`config.mk`:
```
export PLATFORM = sky130hd
export DESIGN_NAME = gps_top
export DESIGN_NICKNAME = d
export VERILOG_FILES = /design/src/gps_pkg.sv /design/src/gps_steer.sv /design/src/gps_top.sv
export SDC_FILE = /design/constraint.sdc
export NUM_CORES = 1
export LEC_CHECK = 0
export ABC_CLOCK_PERIOD_IN_PS = 5200
export BUFFER_PORTS_ARGS = -buffer_cell sky130_fd_sc_hd__clkbuf_2
export CORE_ASPECT_RATIO = 2
export CORE_UTILIZATION = 55
export CTS_CLUSTER_SIZE = 16
export DETAILED_ROUTE_END_ITERATION = 10
export PLACE_DENSITY = 0.95
export RECOVER_POWER = 25
export SLEW_MARGIN = 15
export SYNTH_ARGS = -nofsm -noshare
export SYNTH_HDL_FRONTEND = slang
export SYNTH_HIERARCHICAL = 1
export SYNTH_SLANG_ARGS = --single-unit
```
`constraint.sdc`:
```
create_clock -name ref_clk -period 5.2 [get_ports ref_clk]
set_input_delay 0.26 -clock ref_clk [delete_from_list [all_inputs] [get_ports ref_clk]]
set_output_delay 0.26 -clock ref_clk [all_outputs]
set_load 0.1 [all_outputs]
```
`src/gps_pkg.sv`:
```
/*
 * Package for the GPIO port with pin steering: register offsets, field layouts,
 * reset values, pin indices and the packed carriers shared by the design files.
 * Assumes a 32-bit APB slave with each register on one aligned word.
 */
package gps_pkg;

	// ----------------------------------------------------------------
	// Sizes
	// ----------------------------------------------------------------
	localparam int GPS_PORT_W = 8;
	localparam int GPS_ADDR_W = 8;
	localparam int GPS_DATA_W = 32;

	// ----------------------------------------------------------------
	// Register byte offsets
	// ----------------------------------------------------------------
	localparam logic [GPS_ADDR_W-1:0] GPS_OFF_DIR_A = 8'h00;
	localparam logic [GPS_ADDR_W-1:0] GPS_OFF_PIN_A = 8'h04;
	localparam logic [GPS_ADDR_W-1:0] GPS_OFF_LAT_A = 8'h08;
	localparam logic [GPS_ADDR_W-1:0] GPS_OFF_ANS_A = 8'h0C;
	localparam logic [GPS_ADDR_W-1:0] GPS_OFF_DIR_C = 8'h10;
	localparam logic [GPS_ADDR_W-1:0] GPS_OFF_PIN_C = 8'h14;
	localparam logic [GPS_ADDR_W-1:0] GPS_OFF_LAT_C = 8'h18;
	localparam logic [GPS_ADDR_W-1:0] GPS_OFF_ANS_C = 8'h1C;
	localparam logic [GPS_ADDR_W-1:0] GPS_OFF_STEER0 = 8'h20;
	localparam logic [GPS_ADDR_W-1:0] GPS_OFF_STEER1 = 8'h24;

	// ----------------------------------------------------------------
	// Reset values and implemented-bit masks
	// ----------------------------------------------------------------
	localparam logic [7:0] GPS_DIR_RST = 8'hFF;
	localparam logic [7:0] GPS_LAT_RST = 8'h00;
	localparam logic [7:0] GPS_ANS_RST = 8'hFF;
	localparam logic [7:0] GPS_STEER_RST = 8'h00;
	localparam logic [7:0] GPS_STEER0_MASK = 8'hEC;
	localparam logic [7:0] GPS_STEER1_MASK = 8'h0F;

	// ----------------------------------------------------------------
	// Steering field positions
	// ----------------------------------------------------------------
	localparam int GPS_S0_RX = 7;
	localparam int GPS_S0_SDO = 6;
	localparam int GPS_S0_SS = 5;
	localparam int GPS_S0_TG = 3;
	localparam int GPS_S0_TX = 2;
	localparam int GPS_S1_PD = 3;
	localparam int GPS_S1_PC = 2;
	localparam int GPS_S1_P2B = 1;
	localparam int GPS_S1_CCP2 = 0;

	// ----------------------------------------------------------------
	// Pin indices within port A and port C
	// ----------------------------------------------------------------
	localparam int GPS_RA0 = 0;
	localparam int GPS_RA1 = 1;
	localparam int GPS_RA3 = 3;
	localparam int GPS_RA4 = 4;
	localparam int GPS_RA5 = 5;
	localparam int GPS_RC0 = 0;
	localparam int GPS_RC1 = 1;
	localparam int GPS_RC2 = 2;
	localparam int GPS_RC3 = 3;
	localparam int GPS_RC4 = 4;
	localparam int GPS_RC5 = 5;

	// ----------------------------------------------------------------
	// Carriers
	// ----------------------------------------------------------------
	// Peripheral output functions: enable plus value; drive enables override direction
	typedef struct packed {
		logic tx_en;
		logic tx_val;
		logic sdo_en;
		logic sdo_val;
		logic pb_en;
		logic pb_val;
		logic pc_en;
		logic pc_val;
		logic pd_en;
		logic pd_val;
		logic p2b_en;
		logic p2b_val;
		logic ccp2_en;
		logic ccp2_val;
	} gps_periph_out_t;

	// Steered peripheral inputs returned to the peripherals
	typedef struct packed {
		logic rx;
		logic async_transmit_sync_clock;
		logic ss_n;
		logic tgate;
	} gps_periph_in_t;

	// Pin drive per port
	typedef struct packed {
		logic [GPS_PORT_W-1:0] out;
		logic [GPS_PORT_W-1:0] oe;
	} gps_pin_drive_t;

	// Per-port register set
	typedef struct packed {
		logic [GPS_PORT_W-1:0] dir;
		logic [GPS_PORT_W-1:0] lat;
		logic [GPS_PORT_W-1:0] ans;
	} gps_port_regs_t;

endpackage : gps_pkg

```
`src/gps_steer.sv`:
```
/*
 * Combinational pin steering: applies peripheral value and direction overrides
 * to the pins that the steering fields select, and routes steered inputs back.
 * Assumes registered steering fields and unregistered, analog-masked pin levels from the parent.
 */
`timescale 1ns/10ps
module gps_steer (
	// Steering fields
	input wire logic [7:0] steer0,
	input wire logic [7:0] steer1,
	// Ordinary port drive from direction and latch
	input wire gps_pkg::gps_pin_drive_t base_a,
	input wire gps_pkg::gps_pin_drive_t base_c,
	// Peripherals
	input wire gps_pkg::gps_periph_out_t periph_out,
	output gps_pkg::gps_periph_in_t periph_in,
	// Pin levels after the input buffer
	input wire logic [gps_pkg::GPS_PORT_W-1:0] lvl_a,
	input wire logic [gps_pkg::GPS_PORT_W-1:0] lvl_c,
	// Resulting drive
	output gps_pkg::gps_pin_drive_t drv_a,
	output gps_pkg::gps_pin_drive_t drv_c
);
	import gps_pkg::*;

	// ----------------------------------------------------------------
	// Output overrides
	// ----------------------------------------------------------------
	// Only the selected pin is touched; the other keeps its port drive
	always_comb begin
		drv_a = base_a;
		drv_c = base_c;
		if (periph_out.tx_en) begin
			if (steer0[GPS_S0_TX]) begin
				drv_c.out[GPS_RC4] = periph_out.tx_val;
				drv_c.oe[GPS_RC4] = 1'b1;
			end else begin
				drv_a.out[GPS_RA0] = periph_out.tx_val;
				drv_a.oe[GPS_RA0] = 1'b1;
			end
		end
		if (periph_out.sdo_en) begin
			if (steer0[GPS_S0_SDO]) begin
				drv_a.out[GPS_RA4] = periph_out.sdo_val;
				drv_a.oe[GPS_RA4] = 1'b1;
			end else begin
				drv_c.out[GPS_RC2] = periph_out.sdo_val;
				drv_c.oe[GPS_RC2] = 1'b1;
			end
		end
		if (periph_out.pb_en) begin // Fixed pin, not steerable
			drv_c.out[GPS_RC4] = periph_out.pb_val;
			drv_c.oe[GPS_RC4] = 1'b1;
		end
		if (periph_out.pc_en) begin
			if (steer1[GPS_S1_PC]) begin
				drv_c.out[GPS_RC1] = periph_out.pc_val;
				drv_c.oe[GPS_RC1] = 1'b1;
			end else begin
				drv_c.out[GPS_RC3] = periph_out.pc_val;
				drv_c.oe[GPS_RC3] = 1'b1;
			end
		end
		if (periph_out.pd_en) begin
			if (steer1[GPS_S1_PD]) begin
				drv_c.out[GPS_RC0] = periph_out.pd_val;
				drv_c.oe[GPS_RC0] = 1'b1;
			end else begin
				drv_c.out[GPS_RC2] = periph_out.pd_val;
				drv_c.oe[GPS_RC2] = 1'b1;
			end
		end
		if (periph_out.p2b_en) begin
			if (steer1[GPS_S1_P2B]) begin
				drv_a.out[GPS_RA4] = periph_out.p2b_val;
				drv_a.oe[GPS_RA4] = 1'b1;
			end else begin
				drv_c.out[GPS_RC2] = periph_out.p2b_val;
				drv_c.oe[GPS_RC2] = 1'b1;
			end
		end
		if (periph_out.ccp2_en) begin
			if (steer1[GPS_S1_CCP2]) begin
				drv_a.out[GPS_RA5] = periph_out.ccp2_val;
				drv_a.oe[GPS_RA5] = 1'b1;
			end else begin
				drv_c.out[GPS_RC3] = periph_out.ccp2_val;
				drv_c.oe[GPS_RC3] = 1'b1;
			end
		end
	end

	// ----------------------------------------------------------------
	// Input routing
	// ----------------------------------------------------------------
	// Receive and gate inputs come from the selected alternative only
	always_comb begin
		periph_in.rx = steer0[GPS_S0_RX] ? lvl_c[GPS_RC5] : lvl_a[GPS_RA1];
		periph_in.async_transmit_sync_clock = steer0[GPS_S0_TX] ? lvl_c[GPS_RC4] : lvl_a[GPS_RA0];
		periph_in.ss_n = steer0[GPS_S0_SS] ? lvl_a[GPS_RA3] : lvl_c[GPS_RC3];
		periph_in.tgate = steer0[GPS_S0_TG] ? lvl_a[GPS_RA3] : lvl_a[GPS_RA4];
	end

endmodule : gps_steer

```
`src/gps_top.sv`:
```
/*
 * GPIO port pair with alternate pin steering behind an APB slave.
 * Holds direction, latch and analog-select per port plus two steering registers.
 * Assumes pin inputs synchronous to ref_clk; pin wires are resolved outside.
 */
// Implementation choices: the placing of the registers and the APB interface to the registers.
`timescale 1ns/10ps
// Functional notes
// - Each port has a direction register, a pin-level register and an output latch.
// - Writing the latch register acts exactly like writing the pin-level register.
// - Latch reads return latch contents; pin-level reads return actual pin levels.
// - Analog-select bits disable each pin's digital input buffer.
// - An enabled peripheral takes its pin away from ordinary port use.
// - Two steering registers choose the pin for each steerable function.
// - Steerable: receive/transmit pair, serial out, slave select, timer gate, PWM, capture.
// - Steering changes never alter stored direction bits.
// - Peripheral value and direction overrides go to the selected pin.
// - The unselected alternative pin keeps its ordinary port behaviour.
// - Direction one makes an input; zero drives the latch value out.
module gps_top (
	// Clock and reset
	input wire logic ref_clk,
	input wire logic rst,
	// APB slave
	input wire logic psel,
	input wire logic penable,
	input wire logic pwrite,
	input wire logic [gps_pkg::GPS_ADDR_W-1:0] paddr,
	input wire logic [gps_pkg::GPS_DATA_W-1:0] pwdata,
	input wire logic [3:0] pstrb,
	output logic [gps_pkg::GPS_DATA_W-1:0] prdata,
	output logic pready,
	output logic pslverr,
	// Port A pins
	input wire logic [gps_pkg::GPS_PORT_W-1:0] pa_in,
	output logic [gps_pkg::GPS_PORT_W-1:0] pa_out,
	output logic [gps_pkg::GPS_PORT_W-1:0] pa_oe,
	// Port C pins
	input wire logic [gps_pkg::GPS_PORT_W-1:0] pc_in,
	output logic [gps_pkg::GPS_PORT_W-1:0] pc_out,
	output logic [gps_pkg::GPS_PORT_W-1:0] pc_oe,
	// Peripheral functions
	input wire gps_pkg::gps_periph_out_t periph_out,
	output gps_pkg::gps_periph_in_t periph_in
);
	import gps_pkg::*;

	// ----------------------------------------------------------------
	// State
	// ----------------------------------------------------------------
	typedef struct packed {
		gps_port_regs_t pa;
		gps_port_regs_t pc;
		logic [7:0] steer0;
		logic [7:0] steer1;
		logic [GPS_DATA_W-1:0] rdata;
		logic ready;
		logic err;
		gps_pin_drive_t da;
		gps_pin_drive_t dc;
		gps_periph_in_t pin_fn;
	} gps_state_t;

	gps_state_t st_ff;
	gps_state_t nxt_st;

	gps_pin_drive_t base_a;
	gps_pin_drive_t base_c;
	gps_pin_drive_t steer_a;
	gps_pin_drive_t steer_c;
	gps_periph_in_t fn_in;
	logic [GPS_PORT_W-1:0] lvl_a;
	logic [GPS_PORT_W-1:0] lvl_c;

	// ----------------------------------------------------------------
	// Helpers
	// ----------------------------------------------------------------
	// Byte-lane merge of the low lane; registers are 8 bits wide
	function automatic logic [7:0] gps_merge(input logic [7:0] old, input logic [GPS_DATA_W-1:0] wd,
		input logic [3:0] strb, input logic [7:0] mask);
		gps_merge = strb[0] ? (wd[7:0] & mask) : old;
	endfunction : gps_merge

	// Zero-extend a byte onto the data bus
	function automatic logic [GPS_DATA_W-1:0] gps_ext(input logic [7:0] b);
		gps_ext = {{(GPS_DATA_W-8){1'b0}}, b};
	endfunction : gps_ext

	// ----------------------------------------------------------------
	// Pin path
	// ----------------------------------------------------------------
	// Analog-selected pins read low so the digital buffer is idle
	assign lvl_a = pa_in & ~st_ff.pa.ans;
	assign lvl_c = pc_in & ~st_ff.pc.ans;

	// Ordinary drive: direction one disables the driver
	assign base_a.out = st_ff.pa.lat;
	assign base_a.oe = ~st_ff.pa.dir;
	assign base_c.out = st_ff.pc.lat;
	assign base_c.oe = ~st_ff.pc.dir;

	// Peripheral overrides on the steered pins
	gps_steer u_steer (
		.steer0(st_ff.steer0),
		.steer1(st_ff.steer1),
		.base_a(base_a),
		.base_c(base_c),
		.periph_out(periph_out),
		.periph_in(fn_in),
		.lvl_a(lvl_a),
		.lvl_c(lvl_c),
		.drv_a(steer_a),
		.drv_c(steer_c)
	);

	// ----------------------------------------------------------------
	// Next state
	// ----------------------------------------------------------------
	// Zero-wait APB: pready rises in the access cycle after setup
	always_comb begin
		logic wr;
		logic rd;
		wr = 1'b0;
		rd = 1'b0;
		nxt_st = st_ff;
		nxt_st.ready = 1'b0;
		nxt_st.err = 1'b0;
		nxt_st.da = steer_a;
		nxt_st.dc = steer_c;
		nxt_st.pin_fn = fn_in;
		// Setup seen: answer registered so that pready comes from a flop
		if (psel && !penable) begin
			nxt_st.ready = 1'b1;
			wr = pwrite;
			rd = !pwrite;
			nxt_st.rdata = '0;
			case (paddr)
				GPS_OFF_DIR_A: begin
					if (wr) nxt_st.pa.dir = gps_merge(st_ff.pa.dir, pwdata, pstrb, 8'hFF);
					if (rd) nxt_st.rdata = gps_ext(st_ff.pa.dir);
				end
				GPS_OFF_PIN_A, GPS_OFF_LAT_A: begin
					// Both offsets write the latch; reads differ
					if (wr) nxt_st.pa.lat = gps_merge(st_ff.pa.lat, pwdata, pstrb, 8'hFF);
					if (rd) begin
						nxt_st.rdata = gps_ext((paddr == GPS_OFF_PIN_A) ? lvl_a : st_ff.pa.lat);
					end
				end
				GPS_OFF_ANS_A: begin
					if (wr) nxt_st.pa.ans = gps_merge(st_ff.pa.ans, pwdata, pstrb, 8'hFF);
					if (rd) nxt_st.rdata = gps_ext(st_ff.pa.ans);
				end
				GPS_OFF_DIR_C: begin
					if (wr) nxt_st.pc.dir = gps_merge(st_ff.pc.dir, pwdata, pstrb, 8'hFF);
					if (rd) nxt_st.rdata = gps_ext(st_ff.pc.dir);
				end
				GPS_OFF_PIN_C, GPS_OFF_LAT_C: begin
					if (wr) nxt_st.pc.lat = gps_merge(st_ff.pc.lat, pwdata, pstrb, 8'hFF);
					if (rd) begin
						nxt_st.rdata = gps_ext((paddr == GPS_OFF_PIN_C) ? lvl_c : st_ff.pc.lat);
					end
				end
				GPS_OFF_ANS_C: begin
					if (wr) nxt_st.pc.ans = gps_merge(st_ff.pc.ans, pwdata, pstrb, 8'hFF);
					if (rd) nxt_st.rdata = gps_ext(st_ff.pc.ans);
				end
				GPS_OFF_STEER0: begin
					// Only the steering field changes; direction bits stay put
					if (wr) nxt_st.steer0 = gps_merge(st_ff.steer0, pwdata, pstrb, GPS_STEER0_MASK);
					if (rd) nxt_st.rdata = gps_ext(st_ff.steer0 & GPS_STEER0_MASK);
				end
				GPS_OFF_STEER1: begin
					if (wr) nxt_st.steer1 = gps_merge(st_ff.steer1, pwdata, pstrb, GPS_STEER1_MASK);
					if (rd) nxt_st.rdata = gps_ext(st_ff.steer1 & GPS_STEER1_MASK);
				end
				default: begin
					nxt_st.err = 1'b1; // Unmapped: error, no write, zero data
				end
			endcase
		end
	end

	// ----------------------------------------------------------------
	// Registers
	// ----------------------------------------------------------------
	// Pins float as inputs after reset; steering on default pins
	always_ff @(posedge ref_clk or posedge rst) begin
		if (rst) begin
			st_ff.pa.dir <= GPS_DIR_RST;
			st_ff.pa.lat <= GPS_LAT_RST;
			st_ff.pa.ans <= GPS_ANS_RST;
			st_ff.pc.dir <= GPS_DIR_RST;
			st_ff.pc.lat <= GPS_LAT_RST;
			st_ff.pc.ans <= GPS_ANS_RST;
			st_ff.steer0 <= GPS_STEER_RST;
			st_ff.steer1 <= GPS_STEER_RST;
			st_ff.rdata <= '0;
			st_ff.ready <= 1'b0;
			st_ff.err <= 1'b0;
			st_ff.da <= '0;
			st_ff.dc <= '0;
			st_ff.pin_fn <= '0;
		end else begin
			st_ff <= nxt_st;
		end
	end

	// ----------------------------------------------------------------
	// Outputs
	// ----------------------------------------------------------------
	// Pin drive lags register writes by one cycle, the price of flopped outputs
	assign prdata = st_ff.rdata;
	assign pready = st_ff.ready;
	assign pslverr = st_ff.err;
	assign pa_out = st_ff.da.out;
	assign pa_oe = st_ff.da.oe;
	assign pc_out = st_ff.dc.out;
	assign pc_oe = st_ff.dc.oe;
	assign periph_in = st_ff.pin_fn;

endmodule : gps_top

```
Yosys cells after proc, flatten, opt, wreduce, memory -nomap -nowiden
Cells that the tools add are included.
- muxes and demuxes: 67
- reductions and logical operators: 14
- bitwise logic cells: 6
- equal/unequal tests: 9
- operators by type and width (kind ; count):
    $mux 8 ; 9
    $pmux 8 s8 ; 1
    $mux 1 ; 55
    $eq 8x5->1 const B ; 4
    $not 8->8 ; 4
    $reduce_and 4->1 ; 8
    $and 8x8->8 ; 2
    $eq 8x4->1 const B ; 2
    $eq 8x6->1 const B ; 2
    $reduce_or 10->1 ; 1
    $eq 8x3->1 const B ; 1
    $logic_not 8->1 ; 1
    $mux 4 ; 1
    $reduce_or 2->1 ; 2
    $mux 2 ; 1
    $logic_and 1x1->1 ; 1
    $logic_not 1->1 ; 1
- register bits after elaboration: 127
- bits of input ports: 79
- output and inout port bits: 70
- word-level logic and storage cells: 115

Depth between registers and ports, before layout
Gate-level depths: netlist (run 1).
- depth after elaboration: 7
- mapped depth: 7
- depth with buffers taken out: 5

Modules after synthesis
The synthesis (run 1) kept the hierarchy.
- modules (own cells, without submodules) (module ; area an instance (um^2) ; times used ; cells each ; sequential area each (um^2)):
    gps_top ; 4877.2 ; 1 ; 390 ; 2617.5
    gps_steer ; 432.9 ; 1 ; 62 ; 0.0

Worst setup path after synthesis (run 1)
Ideal clock, no wire load.
- path type: input to register
- start: in paddr[2] (netlist name)
- end: reg st_ff, in the netlist prdata[5]
- library setup time: 0.132 ns
- arrival: 1.589 ns
- path slack: 3.479 ns
- stages: 7
- data required time: 5.068 ns
- buffers on the path: 2
- path through: buf_2 > nor4b_4 > buf_4 > mux2i_1 > o22ai_1 > a211oi_1 > o21ai_0
- longest elaborated chain between the ends: 4
- RTL lines (element ; line ; text):
    from (decl) ; gps_top.sv:28 ; input wire logic [gps_pkg::GPS_ADDR_W-1:0] paddr,
    $eq 8x5->1 / $eq 8x3->1 (equally long branches) ; gps_top.sv:137, gps_top.sv:160, gps_top.sv:146 ;
    $mux 8, on equally long branches ; gps_top.sv:160, gps_top.sv:146 ;
    $mux 8, on equally long branches ; gps_top.sv:159, gps_top.sv:145 ;
    $pmux 8 s8 (*) ; gps_top.sv:137 ; case (paddr)
    to (signal assigned) ; gps_top.sv:204 ; st_ff <= nxt_st;
    to (decl) ; gps_top.sv:64 ; gps_state_t st_ff;
Mark *: on every way between the ends. The rest lies on a longest branch, timed or not.
A chain may end at the register's enable or synchronous reset.

==> flow_metrics.tcl, run 1 <==
set metrics [dict create \
    worst-path-max-fanout 66 \
    avgSynthCellArea_sq_um 11.7 \
    finalNonFillerCells 604 \
    crit_path_end_kind "asynchronous set/reset pin" \
    wl_um 11800 \
    drc_errors 0 \
    p_per_area_mw_per_mm2 305 \
    antenna_found_initial 0 \
    path_class "input pin to asynchronous set/reset pin" \
    start_util_pct 56.6 \
    htree_levels 3 \
    cts_setup_buffers 0 \
    drtPass1Iterations 4 \
    netlist-cell-type-count 49 \
    synthMuxAreaShare_pct 20.1 \
    vdd_drop_max_mv 0.247 \
    nNetsFinal 574 \
    setup_tns_ps 0 \
    worst_pin_slew_ps 1620 \
    clock-sinks 103 \
    status "complete, but fails checks" \
    ys_seq_area_share_pct 49.3 \
    grt_pass1_vias 3546 \
    synth_top_family_by_area "multiplexers" \
    std_cell_rows 50 \
    p_seq_share_pct 47.4 \
    arrival_ps 2680 \
    grt_max_degree 67 \
    grt_pass1_wl_um 18500 \
    period_minus_slack_ps 2310 \
    drt_iter0_markers 188 \
    worst_ep_required_time_ps 5580 \
    switchingPower_mw 0.486 \
    coreArea_sq_mm 0.00938 \
    synthSimpleGateAreaFrac_pct 11.1 \
    area_delta_synth_final_pct 6.64 \
    vias 3436 \
    netlist_area_sq_mm 0.00531 \
    synthAdderAreaFrac_pct 0 \
    sw_frac_of_total_pct 28.1 \
    start_kind "input pin" \
    mostFrequentLayoutCell "clkbuf_2" \
    dieArea_sq_mm 0.0101 \
    pre_cts_ws_ps 2640 \
    die_y_um 141 \
    async_flop_share_pct 100 \
    diodes 0 \
    ys.flop_type "dfrtp_1" \
    rsz0062_at_grt "false" \
    drtAntennaViolNets 0 \
    dp.cells 587 \
    cts_tree "done" \
    worstHoldPathType "input pin to flip-flop" \
    max_cap_violations 1 \
    synth_edf_count 0 \
    clkTransAtPathRegs_ps 70 \
    hpwlAfterDp_um 8690 \
    skew_ps 6.36 \
    synth-compound-area-share_pct 5.30 \
    numCtsBuffers 9 \
    overflow 0 \
    yosys_warnings 6 \
    portBuffers 97 \
    cts_root_buf "clkbuf_16" \
    hold_buffers 1 \
    grt_usage_pct 25.1 \
    clock_latency_ps 350 \
    globalplace.congestion 0.882 \
    synth_xor_area_share_pct 0.165 \
    ys_ff_latch 103 \
    p_comb_share_pct 13.6 \
    finalHoldViolCount 0 \
    final_cell_mix "96 x clkbuf_2, 71 x dfrtp_1, 60 x mux2_2" \
    clockBufferDepth 2 \
    maxSlewViolCount 39 \
    die_width_um 71.5 \
    cts_resized 0 \
    p_clk_share_pct 38.9 \
    timing.final.ws_setup_ps 2890 \
    routed_via_density 5.69 \
    period_share_pct 44.3 \
    violations "max-capacitance violations, max-slew violations" \
    wl_per_cell_um 19.6 \
    p_leak_nw 2.60 \
    ios 149 \
    fmax_ghz 0.434 \
    max_slew_margin_pct -8.31 \
    p_int_mw 1.24 \
    drive_gt1_share_pct 41.2 \
    syn_inst 452 \
    setup_viol_count_final 0 \
]
path summary, 6_finish.rpt:
check | start | endpoint | slack, ps | depth (start not counted)
worst min register to register | base_a[15]$_DFFE_PP0P_ | pa_out[7]$_DFF_PP0_ | 410 | 0
worst max register to register | st_ff[114]$_DFFE_PP1P_ | prdata[4]$_DFFE_PP0P_ | 3670 | 4
min in group asynchronous | rst | pc_oe[2]$_DFF_PP0_ | 830 | 3
worst max-delay path | rst | base_c[13]$_DFFE_PP0P_ | 2890 | 4
max in group ref_clk | paddr[4] | st_ff[103]$_DFFE_PP1P_ | 3000 | 5
worst min-delay path | periph_out[8] | pc_out[4]$_DFF_PP0_ | 130 | 3
sequential cells by signal (all words and copies together) (netlist names):
signal,cells
base_a,8
base_c,8
pa_oe,8
pa_out,8
pc_oe,8
pc_out,8
periph_in,4
prdata,8
pready,1
pslverr,1
st_ff,41
critical path, cell delays in order:
cell	delay [ps]
dlygate4sd3_1	530
clkbuf_2	110
clkinvlp_2	930
buf_4	800
layout make-up:
type | count | area, sq um
Clock inverter | 5 | 56.3
Sequential cell | 103 | 2620
Inverter | 19 | 72.6
Tap cell | 104 | 130
Timing Repair Buffer | 100 | 509
Clock buffer | 11 | 243
Fill cell | 762 | 3720
Multi-Input combinational cell | 262 | 2030
cell usage after synthesis, types with 2 or more instances:
cell type	count	area (sq um)
a211oi_1	6	45.0
a21oi_1	6	30.0
a32oi_1	2	17.5
buf_4	86	646
clkbuf_1	3	11.3
dfrtp_1	71	1780
dfstp_2	32	841
inv_1	19	71.3
mux2_1	7	78.8
mux2_2	60	676
mux2i_1	29	290
nand2_1	28	105
nand2_2	2	12.5
nand2b_1	10	62.6
nand3_1	3	15.0
nand3_2	2	20.0
nand4_1	2	12.5
nor2_1	13	48.8
nor2b_1	20	125
nor3_1	2	10.0
nor4_4	2	42.5
o21ai_0	12	60.1
o21ai_1	2	10.0
o22ai_1	7	43.8
o2bb2ai_1	2	17.5
cell families (layout without fill, tap and decap cells):
logic type | count (synthesis) | after routing
buffers and inverters | 110 | 135
DFF | 103 | 103
muxes | 97 | 97
and+or+nand+nor | 97 | 97
AOI/OAI and AO/OA | 43 | 43
other | 1 | 24
xor gates and xnor gates | 1 | 1
stage by stage:
step	power, mW	area [sq um]	hold slack [ps]	util, %
floorplan	1.04	5400	354	-
global placement	1.07	5360	289	57.1
detailed placement	1.07	5360	301	57.1
CTS	1.74	5670	120	60.4
global route	1.79	5660	125	60.3
finish	1.73	5660	130	60.3
power groups by stage:
stage          clock network [mW]  logic, mW  registers, mW
6_report                    0.673      0.236          0.820
5_1_grt                     0.719      0.247          0.821
4_1_cts                     0.685      0.236          0.821
3_5_place_dp                    0      0.235          0.835
3_3_place_gp                    0      0.231          0.835
2_1_floorplan                   0      0.203          0.839
per-layer routing:
metal	GRT usage (%)	part of all wire [%]	vias up
met3	4.00	5.1	51
met1	27.1	36	1687
met2	43.1	53	169
met5	0	0	-
met4	19.4	6.2	0
li1	-	-	1529
Note: power is estimated with default switching activity, not from simulation.
==> run 2: changes to the inputs <==
ABC_CLOCK_PERIOD_IN_PS = 1900   (was 5200)
CORE_UTILIZATION = 48   (was 55)
PLACE_DENSITY = 0.88   (was 0.95)
clock period = 1.9 ns   (was 5.2 ns; I/O delays follow)
==> flow_metrics.tcl, run 2 (synthesis results as in run 1) <==
set metrics [dict create \
    status "complete, but fails checks" \
    violations "negative hold slack" \
    worstPathBufferInverterCount 0 \
    nNetsFinal 610 \
    ios 149 \
    wl_um 12600 \
    start_util_pct 49.1 \
    grt_usage_pct 23.2 \
    wl_per_cell_um 18.7 \
    cts_setup_buffers 0 \
    coreArea_sq_mm 0.0108 \
    grt_pass1_vias 3733 \
    overflow 0 \
    postPlaceCellArea_sq_mm 0.00565 \
    worst_ep_required_time_ps 2110 \
    dieArea_sq_mm 0.0115 \
    drtPass1Iterations 4 \
    std_cell_rows 54 \
    final_area_sq_mm 0.00605 \
    timing.final.ws_setup_ps 296 \
    start_kind "flip-flop" \
    top_register "st_ff" \
    mostFrequentLayoutCell "clkbuf_2" \
    setup_viol_count_final 0 \
    globalplace.congestion 0.885 \
    routed_via_density 5.24 \
    htree_levels 3 \
    timing.critical_path.cells "nor2b_1 -> mux4_2 -> mux2i_1 -> o21ai_0" \
    largest_reg_flops 41 \
    worst_pin_slew_ps 743 \
    path_class "flip-flop to flip-flop" \
    worst-path-max-fanout 3 \
    grt_max_degree 57 \
    drt_iter0_markers 238 \
    portBuffers 97 \
    grt_pass1_wl_um 19800 \
    vias 3543 \
    drtAntennaViolNets 0 \
    arrival_ps 1810 \
    area_delta_synth_final_pct 13.9 \
    hpwlAfterDp_um 9720 \
    numCtsBuffers 9 \
    cp_num_cells 4 \
    final_cell_mix "97 x clkbuf_2, 71 x dfrtp_1, 60 x mux2_2" \
    worstHoldPathCells 3 \
    worst_path_max_delay_cell "dfstp_2" \
    finalNonFillerCells 676 \
    p_per_area_mw_per_mm2 820 \
    rsz0062_at_grt "false" \
    clockBufferDepth 2 \
    clock_latency_ps 350 \
    fmax_ghz 0.624 \
    drive_gt1_share_pct 44.2 \
    final_util_pct 55.9 \
    path_delay_family "multiplexers" \
    rr_worst_depth 4 \
    maxSlewViolCount 0 \
    pre_cts_ws_ps 129 \
    max_slew_margin_pct 50.2 \
    holdWs_ps -0.267 \
    crit_path_end_kind "flip-flop" \
    cts_tree "done" \
    vdd_drop_max_mv 0.458 \
    p_total_mw 4.96 \
    p_leak_nw 2.79 \
    drc_errors 0 \
    cts_root_buf "clkbuf_16" \
    skew_ps 6.02 \
    max_cap_violations 0 \
    dp.cells 653 \
    die_width_um 76.4 \
    antenna_found_initial 0 \
    worstHoldPathType "input pin to flip-flop" \
    period_share_pct 84.4 \
    finalHoldViolCount 1 \
    setup_tns_ps 0 \
    max_stage_delay_ps 540 \
    clkTransAtPathRegs_ps 70 \
    diodes 0 \
    die_y_um 151 \
    period_minus_slack_ps 1600 \
    clock-sinks 103 \
]
run 2: cell count changes in the layout (fill, tap and decap cells not counted), sizes merged:
cell / previous run / this run
clkinv: 2 / 1
dlygate4sd3: 1 / 7
buf: 2 / 31
bufinv: 1 / 2
clkinvlp: 2 / 3
run 2: final timing paths:
path | from | end | slack [ps]
max in group asynchronous | rst | st_ff[93]$_DFFE_PP1P_ | 670
worst min-delay path | periph_out[7] | pc_oe[3]$_DFF_PP0_ | -0.3
worst max-delay path | st_ff[114]$_DFFE_PP1P_ | prdata[4]$_DFFE_PP0P_ | 300
worst max register to register | st_ff[114]$_DFFE_PP1P_ | prdata[4]$_DFFE_PP0P_ | 300
worst min register to register | base_c[15]$_DFFE_PP0P_ | pc_out[7]$_DFF_PP0_ | 410
min in group asynchronous | rst | pa_out[5]$_DFF_PP0_ | 360
run 2: what timing repair did:
item | CTS | global route
hold buffers | 7 | 0
gates resized for setup | 0 | 0
hold endpoints to repair | 21 | 0
run 2: layout make-up:
class                           count  area (sq um)
Multi-Input combinational cell    262          2030
Fill cell                         924          4760
Clock buffer                       10           239
Clock inverter                      6          92.6
Timing Repair Buffer              136           817
Inverter                           19          72.6
Sequential cell                   103          2620
Tap cell                          140           175
run 2: power breakdown:
part	internal (mW)	total [mW]	switching, mW	leakage [nW]
registers	2.23	2.24	0.0176	1.22
clock network	1.20	2.03	0.834	0.155
logic	0.146	0.684	0.538	1.41
run 2: routing by layer:
metal | share of wire, % | GRT usage, % | up-vias
li1 | - | - | 1607
met1 | 36 | 25.0 | 1751
met2 | 55 | 41.8 | 144
met3 | 4.0 | 4.30 | 41
met4 | 5.1 | 13.8 | 0
met5 | 0 | 0 | -
run 2: worst reg2reg max path: stages (launching register included):
cell	delay, ps
dfstp_2	540
nor2b_1	100
mux4_2	460
mux2i_1	210
o21ai_0	160
